<file path="src/logic/ufc_pkg.sv">
// Package for the serial transmitter: register map, fields, states and bus carrier
package ufc_pkg;
  // Register addresses on the plain register port
  localparam logic [2:0] ADDR_STATUS = 3'h0;
  localparam logic [2:0] ADDR_CTL1 = 3'h1;
  localparam logic [2:0] ADDR_CTL2 = 3'h2;
  localparam logic [2:0] ADDR_DATA = 3'h3;
  localparam logic [2:0] ADDR_BAUD = 3'h4;
  localparam logic [2:0] ADDR_SIC0 = 3'h5;

  // Status fields
  localparam int ST_RX_IDLE = 0;
  localparam int ST_TX_IDLE = 1;
  localparam int ST_TX_EMPTY = 2;
  localparam int ST_RX_AVAIL = 3;
  localparam int ST_NOISE = 4;
  localparam int ST_FRAMING = 5;
  localparam int ST_OVERRUN = 6;
  localparam int ST_PARITY = 7;

  // Control one fields
  localparam int C1_GLB_EN = 7;
  localparam int C1_NINE = 6;
  localparam int C1_PAR_EN = 5;
  localparam int C1_PAR_ODD = 4;
  localparam int C1_STOP2 = 3;
  localparam int C1_BIT8 = 0;

  // Control two fields
  localparam int C2_TXEN = 7;
  localparam int C2_RXEN = 6;
  localparam int C2_HS = 5;
  localparam int C2_ADDR_DET = 4;
  localparam int C2_BRK = 3;
  localparam int C2_THE = 1;
  localparam int C2_TEIE = 0;

  // Interface control zero field
  localparam int SIC_MODE = 0;

  // Reset values of the format fields: 8 data bits, no parity, 1 stop bit
  localparam logic RST_NINE = 1'b0;
  localparam logic RST_PAR_EN = 1'b0;
  localparam logic RST_STOP2 = 1'b0;
  localparam logic [7:0] RST_BAUD = 8'h00;

  // Prescale terminal counts: divide by 64 (low speed) or 16 (high speed)
  localparam logic [5:0] PRE_LOW = 6'h3f;
  localparam logic [5:0] PRE_HIGH = 6'h0f;
  // Zero bits per break character after its start bit
  localparam logic [3:0] BRK_LEN = 4'hd;
  localparam logic [3:0] BITS_EIGHT = 4'h8;
  localparam logic [3:0] BITS_NINE = 4'h9;

  typedef enum logic [5:0] {
    S_IDLE = 6'b000001,
    S_START = 6'b000010,
    S_DATA = 6'b000100,
    S_PAR = 6'b001000,
    S_STOP = 6'b010000,
    S_BRK = 6'b100000
  } ufc_state_e;

  typedef struct packed {
    logic wr;
    logic rd;
    logic [2:0] addr;
    logic [7:0] wdata;
  } ufc_bus_s;
endpackage

</file>
<file path="src/logic/ufc_tx.sv">
// Serial transmitter with frame format, enable control and baud generator
`timescale 1ns/1ns
// How it works
// - NRZ frame: start, 8 or 9 data, optional parity, 1-2 stops; reset 8N1.
// - Even, odd or no parity via separate enable and type bits.
// - Transmit and receive share one format and one 8-bit baud generator.
// - Data bits leave the line least significant first.
// - Line sits high whenever no frame is sent.
// - Pins belong to the serial function only with mode and all enables set.
// - Disable empties buffer, clears transmit/receive enables, break bit and error flags, sets idle/empty.
// - Global disable aborts traffic at once; format and baud settings persist.
// - Stop count setting affects the transmitter only.
// - With address detect, data MSB marks an address character.
// - Ninth data bit comes from the transmit bit eight field.
// - Shift register reloads only after the previous stop bit.
// - Sending needs enable, data and baud ticks; early data waits for enable.
// - Clearing transmit enable mid-frame aborts and resets the transmitter.
// - Data writes are ignored while the empty flag is zero.
// - Empty and idle flags clear only by status access then data write.
// - Empty flag set when data can be accepted; gated onto interrupt.
// - Write during frame is held; write when idle starts frame, empty stays.
// - Idle flag sets when a data frame or break frame completes.
// - Break: start bit, multiples of thirteen zeros, then stop bits.
// - A break never raises a transmit interrupt.
// - Breaks repeat while break bit set; then finish and send stops.
// - Baud equals clock over 64(N+1) low speed or 16(N+1) high speed.
// - Idle interrupt enable routes idle flag onto the shared request.
module ufc_tx (
  input wire logic mclk,
  input wire logic reset,
  input wire ufc_pkg::ufc_bus_s bus,
  output logic [7:0] rdata,
  output logic tx_out,
  output logic tx_oe,
  output logic rx_pin_en,
  output logic irq
);
  import ufc_pkg::*;

  logic glb_en_q;
  logic mode_q;
  logic txen_q;
  logic rxen_q;
  logic nine_q;
  logic par_en_q;
  logic par_odd_q;
  logic stop2_q;
  logic bit8_q;
  logic hs_q;
  logic addr_det_q;
  logic brk_q;
  logic the_q;
  logic teie_q;
  logic [7:0] baud_n_q;
  logic [7:0] data_q;
  logic empty_q;
  logic idle_q;
  logic stat_seen_q;
  logic hold_full_q;
  logic tsr_full_q;
  logic [8:0] tsr_q;
  logic par_q;
  logic [5:0] pre_q;
  logic [7:0] div_q;
  logic tick_q;
  ufc_state_e state_q;
  logic [3:0] cnt_q;
  logic is_brk_q;
  logic idle_brk_q;
  logic frame_end;
  logic wr_ctl1;
  logic wr_ctl2;
  logic wr_data;
  logic dis;
  logic abort;
  logic tx_run;
  logic data_wr;
  logic tsr_free;
  logic tsr_load;
  logic [7:0] load_byte;
  logic [8:0] load_word;
  logic [3:0] nbits;
  logic start_next;

  assign wr_ctl1 = bus.wr && (bus.addr == ADDR_CTL1);
  assign wr_ctl2 = bus.wr && (bus.addr == ADDR_CTL2);
  assign wr_data = bus.wr && (bus.addr == ADDR_DATA);
  assign dis = wr_ctl1 && !bus.wdata[C1_GLB_EN] && glb_en_q;
  assign abort = dis || (txen_q && wr_ctl2 && !bus.wdata[C2_TXEN]);
  assign tx_run = glb_en_q && mode_q && txen_q;
  assign data_wr = wr_data && empty_q && stat_seen_q;
  assign nbits = nine_q ? BITS_NINE : BITS_EIGHT;
  assign start_next = brk_q || tsr_full_q;

  // Frame ends on the tick that closes the last stop bit
  always_comb begin
    frame_end = 1'b0;
    if (tick_q && (state_q == S_STOP) && !(stop2_q && (cnt_q == 4'h0))) begin
      frame_end = 1'b1;
    end
  end

  // reload only when the shift register frees up
  assign tsr_free = !tsr_full_q || (frame_end && !is_brk_q);
  assign tsr_load = tsr_free && (hold_full_q || data_wr);
  assign load_byte = hold_full_q ? data_q : bus.wdata;
  // ninth bit from the control field
  assign load_word = {nine_q && bit8_q, load_byte};

  // Control one: format bits survive a disable
  always_ff @(posedge mclk) begin
    if (reset) begin
      glb_en_q <= 1'b0;
      nine_q <= RST_NINE;
      par_en_q <= RST_PAR_EN;
      par_odd_q <= 1'b0;
      stop2_q <= RST_STOP2;
      bit8_q <= 1'b0;
    end else if (wr_ctl1) begin
      glb_en_q <= bus.wdata[C1_GLB_EN];
      nine_q <= bus.wdata[C1_NINE];
      par_en_q <= bus.wdata[C1_PAR_EN];
      par_odd_q <= bus.wdata[C1_PAR_ODD];
      // stop count used by the transmitter only
      stop2_q <= bus.wdata[C1_STOP2];
      bit8_q <= bus.wdata[C1_BIT8];
    end
  end

  // Control two
  always_ff @(posedge mclk) begin
    if (reset) begin
      txen_q <= 1'b0;
      rxen_q <= 1'b0;
      hs_q <= 1'b0;
      addr_det_q <= 1'b0;
      brk_q <= 1'b0;
      the_q <= 1'b0;
      teie_q <= 1'b0;
    end else if (dis) begin
      txen_q <= 1'b0;
      rxen_q <= 1'b0;
      brk_q <= 1'b0;
    end else if (wr_ctl2) begin
      txen_q <= bus.wdata[C2_TXEN];
      rxen_q <= bus.wdata[C2_RXEN];
      hs_q <= bus.wdata[C2_HS];
      // address marking is the data MSB, sent as written
      addr_det_q <= bus.wdata[C2_ADDR_DET];
      brk_q <= bus.wdata[C2_BRK];
      the_q <= bus.wdata[C2_THE];
      teie_q <= bus.wdata[C2_TEIE];
    end
  end

  // Baud divider and mode select
  always_ff @(posedge mclk) begin
    if (reset) begin
      baud_n_q <= RST_BAUD;
      mode_q <= 1'b0;
    end else begin
      if (bus.wr && (bus.addr == ADDR_BAUD)) begin
        baud_n_q <= bus.wdata;
      end
      if (bus.wr && (bus.addr == ADDR_SIC0)) begin
        mode_q <= bus.wdata[SIC_MODE];
      end
    end
  end

  // prescale by 64 or 16, then by N+1
  always_ff @(posedge mclk) begin
    if (reset || !tx_run) begin
      pre_q <= 6'h00;
      div_q <= 8'h00;
      tick_q <= 1'b0;
    end else begin
      tick_q <= 1'b0;
      if (pre_q == (hs_q ? PRE_HIGH : PRE_LOW)) begin
        pre_q <= 6'h00;
        if (div_q == baud_n_q) begin
          div_q <= 8'h00;
          tick_q <= 1'b1;
        end else begin
          div_q <= div_q + 8'h01;
        end
      end else begin
        pre_q <= pre_q + 6'h01;
      end
    end
  end

  // Status access arms the next data write
  always_ff @(posedge mclk) begin
    if (reset) begin
      stat_seen_q <= 1'b0;
    end else if (bus.rd && (bus.addr == ADDR_STATUS)) begin
      stat_seen_q <= 1'b1;
    end else if (wr_data) begin
      stat_seen_q <= 1'b0;
    end
  end

  // Holding buffer and shift register
  always_ff @(posedge mclk) begin
    if (reset || abort) begin
      hold_full_q <= 1'b0;
      tsr_full_q <= 1'b0;
      data_q <= 8'h00;
      tsr_q <= 9'h000;
      par_q <= 1'b0;
    end else begin
      if (frame_end && !is_brk_q) begin
        tsr_full_q <= 1'b0;
      end
      // straight load when free, else held
      if (tsr_load) begin
        tsr_q <= load_word;
        par_q <= (^load_word) ^ par_odd_q;
        tsr_full_q <= 1'b1;
        hold_full_q <= 1'b0;
      end else if (data_wr) begin
        data_q <= bus.wdata;
        hold_full_q <= 1'b1;
      end
    end
  end

  // empty flag tracks room in the data register
  always_ff @(posedge mclk) begin
    if (reset || abort) begin
      empty_q <= 1'b1;
    end else if (tsr_load) begin
      empty_q <= 1'b1;
    end else if (data_wr) begin
      // cleared by the armed write only
      empty_q <= 1'b0;
    end
  end

  // idle flag, set wins over the clearing write
  always_ff @(posedge mclk) begin
    if (reset || abort) begin
      idle_q <= 1'b1;
      idle_brk_q <= 1'b0;
    end else if (frame_end) begin
      idle_q <= 1'b1;
      idle_brk_q <= is_brk_q;
    end else if (data_wr) begin
      idle_q <= 1'b0;
      idle_brk_q <= 1'b0;
    end
  end

  // Frame sequencer, one step per baud tick
  always_ff @(posedge mclk) begin
    if (reset || abort) begin
      state_q <= S_IDLE;
      cnt_q <= 4'h0;
      is_brk_q <= 1'b0;
      tx_out <= 1'b1;
    end else if (tick_q) begin
      case (state_q)
        S_IDLE: begin
          // waits for enable, data and a tick
          if (start_next) begin
            state_q <= S_START;
            is_brk_q <= brk_q;
            tx_out <= 1'b0;
          end
        end
        S_START: begin
          if (is_brk_q) begin
            state_q <= S_BRK;
            cnt_q <= 4'h1;
            tx_out <= 1'b0;
          end else begin
            state_q <= S_DATA;
            cnt_q <= 4'h1;
            tx_out <= tsr_q[0];
          end
        end
        S_DATA: begin
          if (cnt_q == nbits) begin
            cnt_q <= 4'h0;
            if (par_en_q) begin
              state_q <= S_PAR;
              tx_out <= par_q;
            end else begin
              state_q <= S_STOP;
              tx_out <= 1'b1;
            end
          end else begin
            tx_out <= tsr_q[cnt_q];
            cnt_q <= cnt_q + 4'h1;
          end
        end
        S_PAR: begin
          state_q <= S_STOP;
          tx_out <= 1'b1;
        end
        S_STOP: begin
          if (stop2_q && (cnt_q == 4'h0)) begin
            cnt_q <= 4'h1;
          end else if (brk_q || tsr_load || (tsr_full_q && is_brk_q)) begin
            // Back to back frames skip the extra idle bit
            state_q <= S_START;
            is_brk_q <= brk_q;
            cnt_q <= 4'h0;
            tx_out <= 1'b0;
          end else begin
            state_q <= S_IDLE;
            cnt_q <= 4'h0;
          end
        end
        S_BRK: begin
          if (cnt_q == BRK_LEN) begin
            // repeat while set, else finish with stops
            if (brk_q) begin
              cnt_q <= 4'h1;
            end else begin
              state_q <= S_STOP;
              cnt_q <= 4'h0;
              tx_out <= 1'b1;
            end
          end else begin
            cnt_q <= cnt_q + 4'h1;
          end
        end
        default: begin
          state_q <= S_IDLE;
          tx_out <= 1'b1;
        end
      endcase
    end
  end

  // pins handed over only with mode and all enables
  always_ff @(posedge mclk) begin
    if (reset) begin
      tx_oe <= 1'b0;
      rx_pin_en <= 1'b0;
    end else begin
      tx_oe <= glb_en_q && mode_q && txen_q && rxen_q;
      rx_pin_en <= glb_en_q && mode_q && txen_q && rxen_q;
    end
  end

  // an idle caused by a break stays off the request
  always_ff @(posedge mclk) begin
    if (reset) begin
      irq <= 1'b0;
    end else begin
      irq <= glb_en_q && ((empty_q && teie_q) || (idle_q && the_q && !idle_brk_q));
    end
  end

  // Read port; receive path is absent, so its flags sit at their disabled values
  always_ff @(posedge mclk) begin
    if (reset) begin
      rdata <= 8'h00;
    end else if (bus.rd) begin
      rdata <= 8'h00;
      case (bus.addr)
        ADDR_STATUS: begin
          rdata[ST_RX_IDLE] <= 1'b1;
          rdata[ST_TX_IDLE] <= idle_q;
          rdata[ST_TX_EMPTY] <= empty_q;
        end
        ADDR_CTL1: begin
          rdata[C1_GLB_EN] <= glb_en_q;
          rdata[C1_NINE] <= nine_q;
          rdata[C1_PAR_EN] <= par_en_q;
          rdata[C1_PAR_ODD] <= par_odd_q;
          rdata[C1_STOP2] <= stop2_q;
          rdata[C1_BIT8] <= bit8_q;
        end
        ADDR_CTL2: begin
          rdata[C2_TXEN] <= txen_q;
          rdata[C2_RXEN] <= rxen_q;
          rdata[C2_HS] <= hs_q;
          rdata[C2_ADDR_DET] <= addr_det_q;
          rdata[C2_BRK] <= brk_q;
          rdata[C2_THE] <= the_q;
          rdata[C2_TEIE] <= teie_q;
        end
        ADDR_BAUD: begin
          rdata <= baud_n_q;
        end
        ADDR_SIC0: begin
          rdata[SIC_MODE] <= mode_q;
        end
        default: begin
          rdata <= 8'h00;
        end
      endcase
    end
  end
endmodule

</file>
<file path="config.mk">
export PLATFORM = sky130hd
export DESIGN_NAME = ufc_tx
export DESIGN_NICKNAME = d
export VERILOG_FILES = /design/src/logic/ufc_pkg.sv /design/src/logic/ufc_tx.sv
export SDC_FILE = /design/constraint.sdc
export NUM_CORES = 1
export LEC_CHECK = 0
export BUFFER_PORTS_ARGS = -buffer_cell sky130_fd_sc_hd__buf_4
export CAP_MARGIN = 40
export CORE_ASPECT_RATIO = 1.25
export CORE_MARGIN = 2
export CORE_UTILIZATION = 45
export CTS_BUF_LIST = sky130_fd_sc_hd__clkbuf_16
export CTS_CLUSTER_DIAMETER = 100
export CTS_CLUSTER_SIZE = 8
export DETAILED_ROUTE_END_ITERATION = 6
export GPL_TIMING_DRIVEN = 1
export PLACE_DENSITY = 0.64
export SLEW_MARGIN = 20
export SYNTH_ARGS = -nofsm -noshare
export SYNTH_HDL_FRONTEND = slang
export SYNTH_SLANG_ARGS = --single-unit
</file>
<file path="constraint.sdc">
create_clock -name mclk -period 3.41 [get_ports mclk]
set_input_delay 0.682 -clock mclk [delete_from_list [all_inputs] [get_ports mclk]]
set_output_delay 0.682 -clock mclk [all_outputs]
set_load 0.05 [all_outputs]
</file>
# Yosys cells after proc, flatten, opt, wreduce, memory -nomap -nowiden
# Cells that the tools add are included.
word_totals:
  register_bits: 83
  word_cells: 168
  output_inout_bits: 12
classes:
  bitwise: 4
  magnitude_cmp: 1
  n_eq_ne: 21
  mux: 45
  addsub: 3
  reduce_logical: 60
op_table:
  columns: ["op", "count"]
  rows:
  - ["two-way mux 6 bit", 7]
  - ["case mux 6 bit (6 select lines)", 1]
  - ["logical AND 1 bit", 26]
  - ["two-way mux 1 bit", 23]
  - ["two-way mux 8 bit", 2]
  - ["case mux 4 bit (4 select lines)", 1]
  - ["case mux 5 bit (3 select lines)", 1]
  - ["AND reduction 6 bit", 2]
  - ["!= test 2 bit, second input constant", 5]
  - ["case mux 1 bit (5 select lines)", 2]
  - ["OR reduction 2 bit", 5]
  - ["logical OR 1 bit", 9]
  - ["XOR reduction 9 bit", 1]
  - ["adder 8 x 1 -> 8 bit, second input constant", 1]
  - ["equality test 8 bit", 1]
  - ["two-way mux 4 bit", 2]
  - ["nonzero test 2 bit", 4]
  - ["adder 6 x 1 -> 6 bit, second input constant", 1]
  - ["equality test 3 x 2 -> 1 bit, second input constant", 2]
  - ["equality test 3 bit, second input constant", 2]
  - ["equality test 6 x 1 -> 1 bit, second input constant", 1]
  - ["equality test 6 x 2 -> 1 bit, second input constant", 1]
  - ["equality test 6 x 3 -> 1 bit, second input constant", 1]
  - ["equality test 6 x 4 -> 1 bit, second input constant", 1]
  - ["22 further kinds", 32]

# Depth between registers and ports, before layout
# Gate-level depths: netlist of run 1.
logic_depth:
  word_depth: 13
  mapped_depth: 9
  mapped_depth_nobuf: 8

# Least setup slack after synthesis of run 1
# OpenSTA, ideal clock, no wires.
synth_path:
  kind: "register to register"
  startpoint: "reg cnt_q[0]"
  endpoint: "reg tx_out"
  setup_ns: 0.133
  path_slack_ns: 1.164
  synth_period_minus_slack_ns: 2.246
  path_stages_with_launch: 10
  arrival_time_ns: 2.113
  path_cell_list: "dfxtp_1 > clkbuf_1 > inv_1 > ha_1 > and4bb_2 > o41ai_2 > and2b_2 > o211a_1 > and4_1 > o21ai_1"
synth_between:
  elab_chain_cells: 12
  word_cells_on_any_way: 20
synth_lines:
  columns: ["item", "line", "text"]
  rows:
  - ["from (decl)", "ufc_tx.sv:67", "logic [3:0] cnt_q;"]
  - ["from (signal assigned)", "ufc_tx.sv:295", "cnt_q <= cnt_q + 4'h1;"]
  - ["from (signal assigned)", "ufc_tx.sv:327", "cnt_q <= cnt_q + 4'h1;"]
  - ["logical NOT 4 bit", "ufc_tx.sv:98, ufc_tx.sv:303", null]
  - ["logical AND 1 bit", "ufc_tx.sv:98, ufc_tx.sv:303", null]
  - ["logical NOT 1 bit", "ufc_tx.sv:98", "if (tick_q && (state_q == S_STOP) && !(stop2_q && (cnt_q == 4'h0))) begin"]
  - ["logical AND 1 bit", "ufc_tx.sv:98", null]
  - ["two-way mux 1 bit", "ufc_tx.sv:98", null]
  - ["logical AND 1 bit", "ufc_tx.sv:104", "assign tsr_free = !tsr_full_q || (frame_end && !is_brk_q);"]
  - ["logical OR 1 bit", "ufc_tx.sv:104", null]
  - ["logical AND 1 bit", "ufc_tx.sv:105", "assign tsr_load = tsr_free && (hold_full_q || data_wr);"]
  - ["logical OR 1 bit (2 in a row)", "ufc_tx.sv:305", "end else if (brk_q || tsr_load || (tsr_full_q && is_brk_q)) begin"]
  - ["!= test 2 x 1 -> 1 bit (no line)", null, null]
  - ["AND reduction 6 bit (no line)", null, null]
  - ["to (signal assigned)", "ufc_tx.sv:280", "tx_out <= tsr_q[0];"]
  - ["to (signal assigned)", "ufc_tx.sv:288", "tx_out <= par_q;"]
  - ["to (signal assigned)", "ufc_tx.sv:294", "tx_out <= tsr_q[cnt_q];"]
  - ["to (decl)", "ufc_tx.sv:33", "output logic tx_out,"]
# Several ways; a longest one is shown, not always the timed one. The select of a mux whose other input is x is not followed.
# A chain may end at the register's enable or synchronous reset.

# Final worst setup path of run 1
# Ends and elaborated chain as after synthesis.

==> flow_summary_export.csv, run 1 <==
group,metric,value,unit
route,wl_per_cell,15.7,um
route,dr.pass1.iters,5,
setup_path,cp_slowest_cell,"dfxtp_1",
setup_path,worstPathMaxFanout,24,
sta,tightest_slew,613,ps
clocking,clock_tree.root_cell,"clkbuf_16",
die,die_x,90.6,um
global_routing,use_met3,0.0423,
layout,nets,540,
setup_path,crit_family,"simple AND/OR/NAND/NOR gates",
setup_path,crit_path_start_kind,"register",
die,io-pin-count,27,
logic_synthesis,ys_seq_elements,83,
global_routing,grt_pass1_wl,16.9,mm
logic_synthesis,synth-seq-area-share,0.393,
global_routing,antenna_found_initial,0,
sta,setup_slack,702,ps
die,fp-row-count,39,
setup_path,reg2reg_depth,9,
sta,tns,0,ps
sta,setup_viol,0,
logic_synthesis,synth_edf_count,0,
logic_synthesis,async_flop_share,0,
placed_design,hpwl,7.35,mm
clocking,cts.htree.levels,3,
placed_design,dp_cells,632,
placed_design,place.gp.congestion,0.859,
setup_path,criticalPathCategory,"register to register",
route,wl,10.1,mm
global_routing,grt-ovfl-total,0,
sta,hold_violations,0,
clocking,clock_latency,330,ps
min_path,min_path_cells,1,
logic_synthesis,synth.cell_area,4220,um2
setup_path,critPathMaxStageDelay,520,ps
outcome,status,"completed",
clocking,post-cts-setup-buffer-count,0,
setup_path,path_buf_inv,2,
sta,clock_skew,4.02,ps
layout,layout-drive-gt1-share,0.111,
logic_synthesis,synthCells,512,
global_routing,top_usage_layer,"met2",
layout,finalNonFillerCells,646,
sta,slew_viol_final,0,
layout,syn_to_final_growth,12.0,%
setup_path,crit_chain,"inv_1 > ha_1 > and4bb_2 > o41ai_2 > buf_4 > and2b_2 > o211a_1 > and4_1 > o21ai_1",
sta,rsz0062_at_grt,"false",
sta,relSlewSlack,0.590,
logic_synthesis,ys.warnings.count,0,
setup_path,crit_arrival,2900,ps
clocking,cts_sinks,83,
sta,finalCriticalPeriod,2710,ps
min_path,hold_path_class,"register to register",
global_routing,use_met2,0.358,
layout,n_antenna_cell,0,
global_routing,grt_max_degree,33,
route,drt_iter0_markers,146,
placed_design,place_ws,717,ps
logic_synthesis,synth_ff_type,"dfxtp_1",
route,drtAntennaViolNets,0,
clocking,clock_path_buffers,2,
global_routing,first_global_vias,3442,
die,initial_core_util,0.463,
power_and_ir_drop,vdd_drop_max,0.253,mV
clocking,clkTransAtPathRegs,60,ps
die,fp.coreArea,9130,um2
placed_design,portBuffers,26,
power_and_ir_drop,p_leak,1.73,nW
route,drc,0,
logic_synthesis,synth_nets,532,
route,viasPerCell,5.53,
logic_synthesis,syn_area_per_cell,8.25,um2
setup_path,cp_num_cells,9,
die,die_area,10200,um2
flow_run,cap_violations,0,
die,die_h,112,um
clocking,ctsHoldBuffers,0,
clocking,cts_resized,0,
setup_path,worstSetupEndpointType,"register",
power_and_ir_drop,power_density,427,nW/um2
clocking,cts_tree,"done",
sta,whs,447,ps
sta,fin_crit_sh,0.794,
global_routing,grt_use_met1,0.249,
sta,fmax,369,MHz
setup_path,crit_required,3600,ps
global_routing,grt_usage,0.208,
route,num_vias,3575,
clocking,numCtsBuffers,9,
logic_synthesis,synthDistinctLibCells,56,
kinds of logic after synthesis:
kind of cell	share of synthesized area
AOI/OAI and AO/OA	0.159
xor gates and xnor gates	0.0747
adders and majority gates	0.0148
buffers and inverters	0.0424
DFF	0.393
muxes	0.0776
and+or+nand+nor	0.238
per-layer routing:
layer | routed length, um | part of all wire
met3 | 384 | 0.038
met4 | 246 | 0.024
met1 | 4460 | 0.44
met5 | 0 | 0
met2 | 5050 | 0.50
path summary, 6_finish.rpt:
path,from,endpoint,slack (ps)
hold / removal,pre_q[0]$_SDFF_PP0_,pre_q[0]$_SDFF_PP0_,450
setup reg to reg,cnt_q[0]$_SDFFE_PP0P_,tx_out$_SDFFE_PP1P_,700
setup / recovery,cnt_q[0]$_SDFFE_PP0P_,tx_out$_SDFFE_PP1P_,700
hold reg to reg,pre_q[0]$_SDFF_PP0_,pre_q[0]$_SDFF_PP0_,450
worst register-to-register path, stage by stage, from the launching register on:
cell and delay (ps):
dfxtp_1 520, inv_1 150, ha_1 230, and4bb_2 260, o41ai_2 270, buf_4 220, and2b_2 410, o211a_1 250
and4_1 190, o21ai_1 60
registers in the layout, summed over array words and instances (netlist names), 4 cells and up:
register  count
pre_q         6
div_q         8
data_q        8
baud_n_q      8
state_q       6
tsr_q         9
rdata         8
cnt_q         4
synthesized netlist by cell type, drive strengths merged, types with 4 or more instances:
master / n / area [um2]
a211oi: 11 / 82.6
nand2: 49 / 184
dfxtp: 83 / 1660
nor4: 7 / 43.8
buf: 9 / 51.3
xor2: 25 / 219
nor2: 71 / 267
mux2i: 26 / 260
clkbuf: 23 / 86.3
a22oi: 6 / 45.0
and3b: 4 / 35.0
a21oi: 45 / 229
o21ai: 26 / 130
nand2b: 8 / 50.1
nand4: 8 / 50.1
nor2b: 10 / 62.6
inv: 11 / 41.3
nand3: 22 / 115
ha: 5 / 62.6
xnor2: 11 / 96.3
nor3: 5 / 25.0
final cells by class:
| cell class | count | area (um2) |
|---|---|---|
| clock inverters | 5 | 47.5 |
| well taps | 123 | 154 |
| multi-input cells | 386 | 2380 |
| flip-flops and latches | 83 | 1660 |
| clock buffers | 9 | 225 |
| inverters | 11 | 41.3 |
| fillers | 911 | 4400 |
| repair buffers | 29 | 218 |
stage by stage:
step	total power [mW]	utilization	instance area [um2]
after global routing	2.10	0.518	4730
after detailed placement	1.13	0.488	4460
after global placement	1.13	0.488	4460
after floorplan	1.09	-	4220
final	2.02	0.518	4730
after CTS	2.04	0.518	4730
report_power, final:
group / leakage, nW / switching (mW) / internal (mW)
clock: 0.140 / 0.359 / 0.551
sequential: 0.670 / 0.00820 / 0.978
combinational: 0.921 / 0.0760 / 0.0464
placed cells by master (no fill, tap or decap), types with 2 or more instances in the layout:
| cell | instances |
|---|---|
| dfxtp_1 | 83 |
| nor4_1 | 7 |
| o41ai_2 | 2 |
| nand4_1 | 8 |
| o311ai_0 | 2 |
| a31oi_1 | 3 |
| mux2_2 | 2 |
| nand3_1 | 21 |
| xnor2_1 | 11 |
| nand3b_1 | 3 |
| o211ai_1 | 2 |
| nand2b_1 | 8 |
| a31o_2 | 2 |
| xor2_1 | 25 |
| and3_1 | 3 |
| and3b_1 | 4 |
| or4_1 | 2 |
| clkbuf_16 | 9 |
| o22ai_1 | 3 |
| inv_1 | 12 |
| nor2_1 | 71 |
| o21ai_1 | 2 |
| mux4_2 | 2 |
| a21oi_1 | 44 |
| a22oi_1 | 6 |
| o21ai_0 | 24 |
| a211oi_1 | 11 |
| or3_1 | 2 |
| nand2_1 | 49 |
| or2_2 | 3 |
| nor2b_1 | 10 |
| mux2i_1 | 26 |
| buf_4 | 29 |
| clkinv_2 | 2 |
| ha_1 | 5 |
| nor3_1 | 5 |
Power figures use the tool's default switching activity.
==> inputs of run 2 (changes only) <==
--- a/config.mk
+++ b/config.mk
@@ -5,6 +5,7 @@
 export SDC_FILE = /design/constraint.sdc
 export NUM_CORES = 1
 export LEC_CHECK = 0
+export ABC_AREA = 1
 export BUFFER_PORTS_ARGS = -buffer_cell sky130_fd_sc_hd__buf_4
 export CAP_MARGIN = 40
 export CORE_ASPECT_RATIO = 1.25
==> constraint.sdc (replaced) <==
create_clock -name mclk -period 2.8 [get_ports mclk]
set_input_delay 0.56 -clock mclk [delete_from_list [all_inputs] [get_ports mclk]]
set_output_delay 0.56 -clock mclk [all_outputs]
set_load 0.05 [all_outputs]
==> run 2 against run 1 <==
Net effect: combinational power grew 31%; wire length grew 2.0%; setup slack gained 33 ps; power grew 25%; flip-flop and latch count is the same; critical endpoint is now data_q[7]$_SDFFE_PP0P_.
==> flow_summary_export.csv, run 2 <==
group,metric,value,unit
outcome,status,"completed",
layout,syn_to_final_growth,12.5,%
logic_synthesis,yosysMostFrequentCell,"nand2_1",
route,viasPerCell,5.09,
clocking,post-cts-setup-buffer-count,0,
clocking,clkTransAtPathRegs,60,ps
logic_synthesis,yosys-top-cells-area,"dfxtp_1 38%, nand2_1 14%, a21oi_1 6.9%, inv_1 6.2%, nand3_1 4.6%",
logic_synthesis,synth_edf_count,0,
logic_synthesis,yosysTopAreaCellShare,0.384,
layout,layout-drive-gt1-share,0.137,
global_routing,grt_pass1_wl,17.6,mm
layout,fillCellCount,987,
route,drc,0,
global_routing,antenna_found_initial,0,
sta,finalCriticalPeriod,2060,ps
setup_path,criticalPathCategory,"register to register",
placed_design,place.gp.congestion,0.905,
layout,layout_commonest_cell,"nand2_1",
logic_synthesis,syn_area_per_cell,6.98,um2
die,fp-row-count,40,
setup_path,crit_required,3060,ps
clocking,cts_tree,"done",
sta,slew_viol_final,0,
placed_design,hpwl,7.92,mm
sta,hold_violations,0,
logic_synthesis,synthTopCellsByCount,"163 x nand2_1, 83 x dfxtp_1, 72 x inv_1",
power_and_ir_drop,clkPwrFrac,0.458,
clocking,cts_resized,0,
clocking,cts.htree.levels,3,
logic_synthesis,ys_seq_elements,83,
layout,multi_input_area,2240,um2
clocking,clock_latency,340,ps
logic_synthesis,synthDistinctLibCells,40,
logic_synthesis,synth-seq-area-share,0.384,
global_routing,grt_usage,0.211,
sta,relSlewSlack,0.653,
die,die_area,10400,um2
power_and_ir_drop,seq_power_share,0.479,
power_and_ir_drop,vdd_drop_max,0.352,mV
sta,rsz0062_at_grt,"false",
power_and_ir_drop,power_switching,0.594,mW
power_and_ir_drop,p_int,1.93,mW
placed_design,place_ws,526,ps
sta,setup_viol,0,
logic_synthesis,synth.cell_area,4330,um2
layout,n_antenna_cell,0,
global_routing,first_global_vias,3791,
route,num_vias,3943,
die,fp.coreArea,9510,um2
clocking,numCtsBuffers,9,
layout,finalNonFillerCells,774,
layout,nets,664,
setup_path,worstSetupEndpointType,"register",
layout,top_register,"tsr_q",
logic_synthesis,async_flop_share,0,
sta,clock_skew,6.12,ps
setup_path,worstPathMaxFanout,22,
power_and_ir_drop,power_density,517,nW/um2
global_routing,grt_max_degree,24,
die,die_x,91.8,um
layout,largest_register_ffs,9,
sta,fin_crit_sh,0.737,
die,io-pin-count,27,
power_and_ir_drop,p_sw_frac,0.236,
layout,register_area,1660,um2
logic_synthesis,synth_top_area_cell,"dfxtp_1",
clocking,ctsHoldBuffers,0,
sta,setup_slack,735,ps
route,wl,10.3,mm
route,wl_per_cell,13.4,um
logic_synthesis,synth_ff_type,"dfxtp_1",
clocking,clock_path_buffers,2,
placed_design,dp_cells,759,
layout,final_cell_mix,"163 x nand2_1, 83 x dfxtp_1, 73 x inv_1",
power_and_ir_drop,combPwrFrac,0.063,
flow_run,cap_violations,0,
placed_design,portBuffers,26,
die,die_h,114,um
min_path,hold_path_class,"register to register",
global_routing,grt-ovfl-total,0,
route,dr.pass1.iters,5,
clocking,clock_tree.root_cell,"clkbuf_16",
clocking,cts_sinks,83,
setup_path,crit_path_start_kind,"register",
route,drtAntennaViolNets,0,
die,initial_core_util,0.456,
logic_synthesis,synthCells,621,
sta,tns,0,ps
power_and_ir_drop,p_leak,2.04,nW
sta,tightest_slew,520,ps
route,drt_iter0_markers,222,
logic_synthesis,synth_nets,641,
setup_path,crit_arrival,2330,ps
power_and_ir_drop,total_power,2.52,mW
logic_synthesis,ys.warnings.count,0,
sta,fmax,484,MHz
-- run 2: cell count changes in the layout (fill, tap and decap cells not counted), moves of 11 or more --
| cell | before | now |
|---|---|---|
| o21ai_0 | 24 | 39 |
| nor2_1 | 71 | 42 |
| a21oi_1 | 44 | 60 |
| a211oi_1 | 11 | 0 |
| nand2_1 | 49 | 163 |
| mux2i_1 | 26 | 0 |
| xor2_1 | 25 | 8 |
| inv_1 | 12 | 73 |
| nand3_1 | 21 | 40 |
-- run 2: worst max-delay path, stage by stage (launching register included) --
cell,delay (ps)
dfxtp_1,310
buf_4,180
inv_1,120
ha_1,220
nand2_1,60
inv_1,60
a21oi_2,190
nand3_2,110
nand2_4,90
nand2_4,160
nand2_4,220
o21ai_0,100
a21oi_1,160
-- run 2: cells by family (layout without fill, tap and decap cells) --
group | after synthesis | in the layout | share of synthesized area
xor+xnor | 13 | 13 | 0.0263
flops | 83 | 83 | 0.384
fa+ha+maj | 5 | 5 | 0.0144
simple gates | 295 | 295 | 0.315
buf+inv | 99 | 126 | 0.0991
compound gates | 126 | 126 | 0.161
-- run 2: final cells by class --
type                            count  area share
Clock buffer                        9      0.0462
Sequential cell                    83       0.341
Clock inverter                      6      0.0121
Inverter                           82      0.0642
Tap cell                          126      0.0323
Multi-Input combinational cell    439       0.460
Timing Repair Buffer               29      0.0447
-- run 2: final timing paths --
path                            slack [ps]                   from  cells past startpoint                     end
worst max-delay path                   740  cnt_q[0]$_SDFFE_PP0P_                     12  data_q[7]$_SDFFE_PP0P_
worst min-delay path                   460    pre_q[0]$_SDFF_PP0_                      1     pre_q[0]$_SDFF_PP0_
worst max register to register         740  cnt_q[0]$_SDFFE_PP0P_                     12  data_q[7]$_SDFFE_PP0P_
worst min register to register         460    pre_q[0]$_SDFF_PP0_                      1     pre_q[0]$_SDFF_PP0_
-- run 2: power by group through the flow --
stage,Clock (mW),Sequential (mW),Combinational (mW)
after floorplan,0,1.24,0.0978
after global placement,0,1.23,0.156
after detailed placement,0,1.23,0.159
after CTS,1.18,1.21,0.160
after global routing,1.22,1.21,0.179
final,1.15,1.21,0.160
-- run 2: routing by layer --
layer / part of all wire / vias to the layer above / track usage
met2: 0.50 / 67 / 0.366
met5: 0 / - / 0
met1: 0.44 / 1796 / 0.257
met4: 0.030 / 0 / 0.0965
met3: 0.030 / 21 / 0.0337
li1: - / 2059 / -
-- run 2: through the flow --
stage | util | hold slack (ps) | instance area (um2)
after floorplan | - | 429 | 4330
after global placement | 0.483 | 441 | 4590
after detailed placement | 0.483 | 447 | 4590
after CTS | 0.513 | 457 | 4870
after global routing | 0.513 | 475 | 4870
final | 0.513 | 455 | 4870
